**src/include/sdl_consts.vh**
```
// Constants for the serial DAC load interface
`ifndef SDL_CONSTS_VH
`define SDL_CONSTS_VH
`define SDL_WORD_BITS 16
`define SDL_DATA_BITS 10
`define SDL_CNT_BITS 5
`define SDL_ADDR_MSB 15
`define SDL_ADDR_LSB 12
`define SDL_DATA_MSB 9
`define SDL_CH_BITS 3
`define SDL_CTRL_BIT 15
`define SDL_SYS_CH 3'h7
`define SDL_SYS_PD_BIT 0
`define SDL_CH_REFSEL_BIT 0
`define SDL_CH_CLR_BIT 1
`define SDL_DATA_RST 10'h000
`define SDL_CTRL_RST 8'h00
`define SDL_CTRL_BITS 8
`define SDL_LAST_IDX 5'h0F
`endif

```
**src/core/sdl_serial_dac.v**
```verilog
// Serial frame receiver and double-buffered DAC register bank
// Summary of operation
// - Low frame sync enables the input shift register for serial data.
// - One 16-bit word per frame, bits taken on serial clock falling edges.
// - Low load input copies all data registers to DAC registers together.
// - Load low at sixteenth falling edge or held low updates automatically.
// - Clear low resets all main and sub DAC values to bias level.
// - Low power-down input puts the device into low-power mode.
// - Channel control bit selects the external reference for that DAC.
`timescale 1ns/1ps
`include "sdl_consts.vh"
module sdl_serial_dac #(
  parameter NCH = 8
) (
  input wire sys_clk_i, // 100 MHz system clock
  input wire rst_i, // Async reset, active high
  input wire frame_sync_n_i, // Frame sync pin, active low
  input wire serial_clock_in_i, // Serial clock pin
  input wire serial_data_in_i, // Serial data pin
  input wire load_outputs_n_i, // Load strobe pin, active low
  input wire async_clear_n_i, // Clear pin, active low
  input wire power_down_n_i, // Power-down pin, active low
  output reg [NCH*`SDL_DATA_BITS-1:0] dac_value_o, // Main DAC codes
  output reg [NCH-1:0] ext_ref_sel_o, // Channel uses external reference
  output reg [NCH-1:0] sub_clear_o, // Channel sub DAC held cleared
  output reg low_power_o, // Device in low-power mode
  output reg word_done_o // Pulse when a word was accepted
);
  localparam DW = `SDL_DATA_BITS;
  // One-hot frame receiver states
  localparam ST_IDLE = 3'h1;
  localparam ST_SHIFT = 3'h2;
  localparam ST_FULL = 3'h4;
  wire [5:0] pins_s;
  wire fs_n_s;
  wire sck_s;
  wire sdi_s;
  wire ld_n_s;
  wire clr_n_s;
  wire pd_n_s;
  reg sck_d_r;
  reg [2:0] state_r;
  reg [2:0] state_nxt;
  reg [`SDL_WORD_BITS-1:0] shift_r;
  reg [`SDL_CNT_BITS-1:0] cnt_r;
  reg [NCH*DW-1:0] data_r;
  reg [`SDL_CTRL_BITS-1:0] sys_ctrl_r;
  reg [NCH-1:0] refsel_r;
  reg [NCH-1:0] chclr_r;
  reg full_r;
  reg auto_r;
  reg auto_d_r;
  wire fall_s;
  wire take_s;
  wire last_s;
  wire [`SDL_WORD_BITS-1:0] word_s;
  wire [`SDL_CH_BITS-1:0] ch_s;
  wire ctrl_s;
  wire sys_s;
  wire [NCH-1:0] ch_hit_s;
  wire [NCH-1:0] wr_data_s;
  wire [NCH-1:0] wr_ctrl_s;
  wire load_s;
  integer i;
  genvar g;

  function [NCH-1:0] ch_dec;
    input [`SDL_CH_BITS-1:0] ch;
    integer k;
    begin
      ch_dec = {NCH{1'b0}};
      for (k = 0; k < NCH; k = k + 1) begin
        if (ch == k[`SDL_CH_BITS-1:0]) begin
          ch_dec[k] = 1'b1;
        end
      end
    end
  endfunction

  // Every pin, clear included, passes two flops before logic reads it
  sdl_sync #(.W(6), .RST_VAL(6'h3F)) u_sync (
    .clk_i(sys_clk_i),
    .rst_i(rst_i),
    .d_i({frame_sync_n_i, serial_clock_in_i, serial_data_in_i,
          load_outputs_n_i, async_clear_n_i, power_down_n_i}),
    .q_o(pins_s)
  );
  assign fs_n_s = pins_s[5];
  assign sck_s = pins_s[4];
  assign sdi_s = pins_s[3];
  assign ld_n_s = pins_s[2];
  assign clr_n_s = pins_s[1];
  assign pd_n_s = pins_s[0];

  assign fall_s = sck_d_r & ~sck_s;
  // Bits past the sixteenth are ignored until frame sync rises again
  assign take_s = fall_s & ~fs_n_s & (state_r != ST_FULL);
  assign last_s = (cnt_r == `SDL_LAST_IDX);
  assign word_s = {shift_r[`SDL_WORD_BITS-2:0], sdi_s};
  // Decode reads the completed word as it stands in the shift register
  assign ch_s = shift_r[`SDL_ADDR_LSB+`SDL_CH_BITS-1:`SDL_ADDR_LSB];
  assign ctrl_s = shift_r[`SDL_CTRL_BIT];
  assign sys_s = (ch_s == `SDL_SYS_CH) && (NCH < 8 || ctrl_s);
  assign ch_hit_s = ch_dec(ch_s);
  assign load_s = ~ld_n_s | auto_d_r;

  // Per-channel write strobes for data and channel control words
  generate
    for (g = 0; g < NCH; g = g + 1) begin : g_wr
      assign wr_data_s[g] = full_r & ~sys_s & ~ctrl_s & ch_hit_s[g];
      assign wr_ctrl_s[g] = full_r & ~sys_s & ctrl_s & ch_hit_s[g];
    end
  endgenerate

  // Frame receiver state: idle, shifting, word complete
  always @* begin
    state_nxt = state_r;
    case (state_r)
      ST_IDLE: begin
        if (!fs_n_s) begin
          state_nxt = ST_SHIFT;
        end
      end
      ST_SHIFT: begin
        if (fs_n_s) begin
          state_nxt = ST_IDLE;
        end else if (take_s && last_s) begin
          state_nxt = ST_FULL;
        end
      end
      ST_FULL: begin
        if (fs_n_s) begin
          state_nxt = ST_IDLE;
        end
      end
      default: begin
        state_nxt = ST_IDLE;
      end
    endcase
  end

  // Serial shift: enabled while frame sync low, one word per frame
  always @(posedge sys_clk_i or posedge rst_i) begin
    if (rst_i) begin
      sck_d_r <= 1'b1;
      state_r <= ST_IDLE;
      shift_r <= {`SDL_WORD_BITS{1'b0}};
      cnt_r <= {`SDL_CNT_BITS{1'b0}};
      full_r <= 1'b0;
      auto_r <= 1'b0;
    end else begin
      sck_d_r <= sck_s;
      state_r <= state_nxt;
      full_r <= 1'b0;
      auto_r <= 1'b0;
      if (fs_n_s) begin
        cnt_r <= {`SDL_CNT_BITS{1'b0}};
      end else if (take_s) begin
        shift_r <= word_s;
        cnt_r <= cnt_r + 5'h01;
        if (last_s) begin
          full_r <= 1'b1;
          auto_r <= ~ld_n_s;
        end
      end
    end
  end

  // Word decode into data and control registers
  always @(posedge sys_clk_i or posedge rst_i) begin
    if (rst_i) begin
      data_r <= {NCH*DW{1'b0}};
      sys_ctrl_r <= `SDL_CTRL_RST;
      refsel_r <= {NCH{1'b0}};
      // Sub DACs leave reset cleared, as the output register does
      chclr_r <= {NCH{1'b1}};
      auto_d_r <= 1'b0;
      word_done_o <= 1'b0;
    end else begin
      word_done_o <= full_r;
      // Automatic load waits a cycle so the new code is already stored
      auto_d_r <= auto_r;
      if (full_r && sys_s && ctrl_s) begin
        sys_ctrl_r <= shift_r[`SDL_CTRL_BITS-1:0];
      end
      for (i = 0; i < NCH; i = i + 1) begin
        if (wr_ctrl_s[i]) begin
          refsel_r[i] <= shift_r[`SDL_CH_REFSEL_BIT];
          chclr_r[i] <= shift_r[`SDL_CH_CLR_BIT];
        end
        if (wr_data_s[i]) begin
          data_r[i*DW +: DW] <= shift_r[`SDL_DATA_MSB:0];
        end
      end
    end
  end

  // DAC registers: clear pin overrides, load low or auto load copies all
  always @(posedge sys_clk_i or posedge rst_i) begin
    if (rst_i) begin
      dac_value_o <= {NCH*DW{1'b0}};
      ext_ref_sel_o <= {NCH{1'b0}};
      sub_clear_o <= {NCH{1'b1}};
      low_power_o <= 1'b0;
    end else begin
      ext_ref_sel_o <= refsel_r;
      low_power_o <= ~pd_n_s | sys_ctrl_r[`SDL_SYS_PD_BIT];
      if (!clr_n_s) begin
        dac_value_o <= {NCH*DW{1'b0}};
        sub_clear_o <= {NCH{1'b1}};
      end else begin
        sub_clear_o <= chclr_r;
        if (load_s) begin
          dac_value_o <= data_r;
        end
      end
    end
  end
endmodule // sdl_serial_dac

```
**src/core/sdl_sync.v**
```verilog
// Two-flop synchroniser for a vector of pin inputs
`timescale 1ns/1ps
module sdl_sync #(
  parameter W = 5,
  parameter [W-1:0] RST_VAL = {W{1'b1}}
) (
  input wire clk_i, // Sampling clock
  input wire rst_i, // Async reset, active high
  input wire [W-1:0] d_i, // Asynchronous inputs
  output wire [W-1:0] q_o // Synchronised outputs
);
  reg [W-1:0] meta_r;
  reg [W-1:0] sync_r;
  always @(posedge clk_i or posedge rst_i) begin
    if (rst_i) begin
      meta_r <= RST_VAL;
      sync_r <= RST_VAL;
    end else begin
      meta_r <= d_i;
      sync_r <= meta_r;
    end
  end
  assign q_o = sync_r;
endmodule // sdl_sync

```
**config.mk**
```make
export PLATFORM = sky130hd
export DESIGN_NAME = sdl_serial_dac
export DESIGN_NICKNAME = d
export VERILOG_FILES = /design/src/core/sdl_serial_dac.v /design/src/core/sdl_sync.v
export VERILOG_INCLUDE_DIRS = /design/src /design/src/include
export SDC_FILE = /design/constraint.sdc
export NUM_CORES = 1
export LEC_CHECK = 0
export BUFFER_PORTS_ARGS = -buffer_cell sky130_fd_sc_hd__buf_2
export CAP_MARGIN = 20
export CORE_MARGIN = 3
export CORE_UTILIZATION = 57
export CTS_CLUSTER_SIZE = 30
export DETAILED_ROUTE_END_ITERATION = 12
export PLACE_DENSITY_LB_ADDON = 0.12
export RECOVER_POWER = 50
export REMOVE_ABC_BUFFERS = 1
export SKIP_CTS_REPAIR_TIMING = 1
export SYNTH_ARGS = -nofsm -noshare
export SYNTH_HDL_FRONTEND = slang
export SYNTH_SLANG_ARGS = --single-unit
```
**constraint.sdc**
```tcl
create_clock -name sys_clk_i -period 9.4 [get_ports sys_clk_i]
set_clock_uncertainty 0.1 [all_clocks]
set_input_delay 0.94 -clock sys_clk_i [delete_from_list [all_inputs] [get_ports sys_clk_i]]
set_output_delay 0.94 -clock sys_clk_i [all_outputs]
set_load 0.02 [all_outputs]
```
Word level (Yosys, flattened, before mapping)
Index checks and enable logic that the tools add are counted.
{ "totals": {"reg_bits": 235, "input_bits": 8, "output_inout_bits": 98, "wordCells": 118} }
{ "classes": {"n_addsub": 1, "n_eq_ne": 16, "n_mux": 24, "n_bitwise": 30, "n_reduce_logical": 8} }
{ "ops": {"columns": ["operator", "count"], "rows": [
  ["$mux 80", 2],
  ["$and 1x1->1", 22],
  ["$eq 3x3->1 const B", 5],
  ["$mux 1", 14],
  ["$mux 3", 4],
  ["$mux 5", 2],
  ["$eq 3x2->1 const B", 3],
  ["$pmux 3 s3", 1],
  ["$mux 8", 1],
  ["$eq 3x1->1 const B", 2],
  ["$not 1->1", 6],
  ["$add 5x1->5 const B", 1],
  ["$eq 5x4->1 const B", 1],
  ["$logic_and 1x1->1", 4],
  ["$ne 2x2->1 const B", 2],
  ["$logic_not 3->1", 1],
  ["$ne 3x2->1 const B", 1],
  ["$ne 3x3->1 const B", 1],
  ["$reduce_and 3->1", 1],
  ["$ne 2x1->1 const B", 1],
  ["$or 1x1->1", 2],
  ["$reduce_and 2->1", 1],
  ["$reduce_bool 2->1", 1]
]} }

Longest topological paths before layout
{ "depth": {"ltp_word": 8, "depth_mapped": 6, "depth_no_buf": 6} }

Cells and area by module
Synthesis repeated with hierarchy kept, for this count alone.
{ "unflattened": {"hier_cells": 709, "hier_area_um2": 8876.0} }
{ "by_module_without_submodules": {"columns": ["mod", "n_inst", "cells_each", "area_per_inst_um2", "seq_area_each_um2"], "rows": [
  ["sdl_serial_dac", 1, 696, 8557.0, 5602.9],
  ["sdl_sync", 1, 13, 319.1, 315.3]
]} }

Worst setup path before layout
OpenSTA, ideal clock, no wires.
{ "synth_timing": {"path_kind": "register -> register", "start": "register state_r[0]", "end": "register shift_r[0]", "setup_ns": 0.125, "arrival_time_ns": 1.529, "t_required_ns": 9.175, "setup_slack_ns": 7.646, "stages_incl_launch_ff": 6, "path_buffers": 2, "synth_period_minus_slack_ns": 1.754, "cell_sequence": "dfstp_2 > nor3b_2 > or3_1 > buf_6 > buf_6 > mux2_4"} }
{ "synth_via": {"elab_chain_cells": 3} }
{ "synth_rtl": {"columns": ["item", "line", "text"], "rows": [
  ["start, declared", "sdl_serial_dac.v:42", "reg [2:0] state_r;"],
  ["start signal, assigned", "sdl_serial_dac.v:153", "state_r <= state_nxt;"],
  ["$ne 3x3->1", "sdl_serial_dac.v:97", "assign take_s = fall_s & ~fs_n_s & (state_r != ST_FULL);"],
  ["$and 1x1->1", "sdl_serial_dac.v:97", null],
  ["$reduce_and 2->1 (no line)", null, null],
  ["end signal, assigned", "sdl_serial_dac.v:147", "shift_r <= {`SDL_WORD_BITS{1'b0}};"],
  ["end signal, assigned", "sdl_serial_dac.v:159", "shift_r <= word_s;"],
  ["end, declared", "sdl_serial_dac.v:44", "reg [`SDL_WORD_BITS-1:0] shift_r;"]
]} }
No other way between the ends.
A chain may end at the register's enable or synchronous reset.

==> impl_metrics.ini <==
[run_status]
run_status = finished with violations
failed_checks = capacitance limit, slew limit

[clocking]
cts_sinks = 235
clkTransAtPathRegs_ns = 0.06
root_buffer = clkbuf_16
numCtsBuffers = 24
clk-insertion-delay-late_ns = 0.51
cts_tree = done
clockBufferDepth = 3
htreeDepth = 1

[sta]
rsz0062_at_grt = false
worstMarginPinSlew_ns = 4.39
worst_slack_ns = 4.09
clock.fmax_mhz = 188
relSlewSlack = -1.94
setup_viol = 0
drv_slew = 230
tns_ns = 0
finalCritPeriodShare = 0.565
hold_viol = 0
fin_crit_ns = 5.31

[setup_path]
ff2ff_path_depth = 5
cp.arrival_ns = 5.80
crit_type = input pin to asynchronous set/reset pin
r2r_slack_ns = 4.13
start_kind = input pin
cp_max_fo = 108
required_ns = 9.89
end_kind = asynchronous set/reset pin

[floorplanning]
start_util = 0.596
dieWidth_um = 131
die_h_um = 131
core_region_area_mm2 = 0.0149
die-area_mm2 = 0.0171
row_count = 44
pin_count = 106

[power]
ir_drop_v = 0.000141
powerDensity_mw_per_mm2 = 205
p_sw_uw = 475
clkPwrFrac = 0.440
switching_share = 0.226
power.internal_mw = 1.62
p_total_mw = 2.10
power_leakage_nw = 5.58
p_seq_frac = 0.522
combPwrFrac = 0.038

[grt]
grt_pass1_wl_mm = 29.2
grt_max_degree = 109
antenna_found_initial = 0
overflow = 0
grt_util_all_layers = 0.214
first_global_vias = 5732

[placement]
postPlaceCellArea_mm2 = 0.00946
io_buffers = 105
place_worst_setup_slack_ns = 6.06
dp_hpwl_mm = 10.5
place.gp.congestion = 0.716

[detailed_routing]
drtIter0Drc = 354
vias = 5447
wire_per_inst_um = 17.1
drc_errors = 0
antenna_left = 0
drt-pass1-iter-count = 4
drt-total-wl_mm = 17.1
vias_per_cell = 5.45

[final_layout]
multi_input_area_mm2 = 0.00272
nFillCells = 1075
drive_gt1_frac = 0.354
final_area_mm2 = 0.0102
syn_to_final_growth_pct = 15.7
n_antenna_cell = 0
mostFrequentLayoutCells = dfrtp_1 (205), nand2_1 (162), buf_2 (105)
fin_nets = 808
final-seq-area_mm2 = 0.00592
final_common_cell = dfrtp_1

[synthesis]
synthAdderAreaFrac = 0.00282
synthTopCellsByArea = dfrtp_1 (58%), mux2_2 (13%), dfstp_2 (8.9%), nand2_1 (6.9%), nand3_1 (4.7%)
synth_top_family_by_area = simple AND/OR/NAND/NOR gates
yosysTopAreaCellShare = 0.579
synth-edff-count = 0
synth_compound_area_frac = 0.00904
synthFlopType = dfrtp_1
ys_types = 32
synth_mux_area_frac = 0.146
netlist_area_mm2 = 0.00886
ys_ff_latch = 235
seq_area_frac_synth = 0.668
synth_xor_area_frac = 0
yosys.area_share.simple = 0.150
syn_avg_cell_area_um2 = 12.5
syn_inst = 708
synth_top_area_cell = dfrtp_1
async_reset_ff_frac = 1.00
synth_warnings = 0

[run]
drv_cap = 3

[min_path]
worst_hold_path_type = register to register
hold_depth = 0
## power groups by stage
stage	logic (mW)	clock network (mW)	registers (mW)
after CTS	0.0807	0.942	1.10
after floorplan	0.0537	0	1.09
after global routing	0.0886	0.988	1.10
after detailed placement	0.0803	0	1.11
final	0.0796	0.924	1.10
after global placement	0.0772	0	1.11
## synth_stat cells, drive strengths merged, types with 2 or more instances
library cell	n
or4	2
o21ai	2
inv	4
mux2	112
dfstp	30
nand3	84
buf	16
a21oi	4
nand2b	17
dfrtp	205
nand2	162
nor3b	2
clkbuf	31
nor2b	3
or3	4
a211oi	2
nand3b	4
nor2	14
ha	2
## path summary, 6_finish.rpt
| kind | from | to |
|---|---|---|
| max | rst_i | data_r[67] |
| min | auto_r | auto_d_r |
| max reg2reg | u_sync.q_o[1] | dac_value_o[13] |
| min reg2reg | auto_r | auto_d_r |
| max in group sys_clk_i | u_sync.q_o[1] | dac_value_o[13] |
| min in group asynchronous | rst_i | ext_ref_sel_o[7] |
## worst max-delay path, stage by stage
cell        delay [ns]
buf_2             0.10
clkinvlp_2        2.44
clkbuf_1          1.31
buf_16            0.34
buf_4             0.53
## metrics by stage
step / cells / util / hold WS [ns]
after floorplan: 661 / - / 0.231
after global placement: 955 / 0.637 / 0.234
after detailed placement: 955 / 0.637 / 0.242
after CTS: 999 / 0.689 / 0.255
after global routing: 1000 / 0.689 / 0.260
final: 1000 / 0.689 / 0.254
## area by class of cell
type                            instances  share of cell area
Sequential cell                       235               0.578
Multi-Input combinational cell        422               0.265
Clock buffer                           38              0.0707
Timing Repair Buffer                  111              0.0569
Tap cell                              184              0.0225
Clock inverter                          6             0.00562
Inverter                                4             0.00159
## state kept, by name, summed over array words and instances (netlist names), 3 cells and up
signal and count:
chclr_r 8, cnt_r 5, dac_value_o 80, data_r 80, ext_ref_sel_o 8, refsel_r 8, shift_r 16, state_r 3
sub_clear_o 8, u_sync.meta_r 6, u_sync.q_o 6
## layer usage
metal	part of all wire	global-route usage	wire (um)
met5	0	0	0
met4	0.018	0.0587	313
met3	0.036	0.0313	618
met2	0.50	0.356	8540
met1	0.45	0.298	7670
## logic make-up after synthesis
| logic type | count (synthesis) |
|---|---|
| buf+inv | 51 |
| mux | 112 |
| compound gates | 12 |
| flops | 235 |
| simple gates | 296 |
| fa+ha+maj | 2 |
Power figures use the tool's default switching activity.
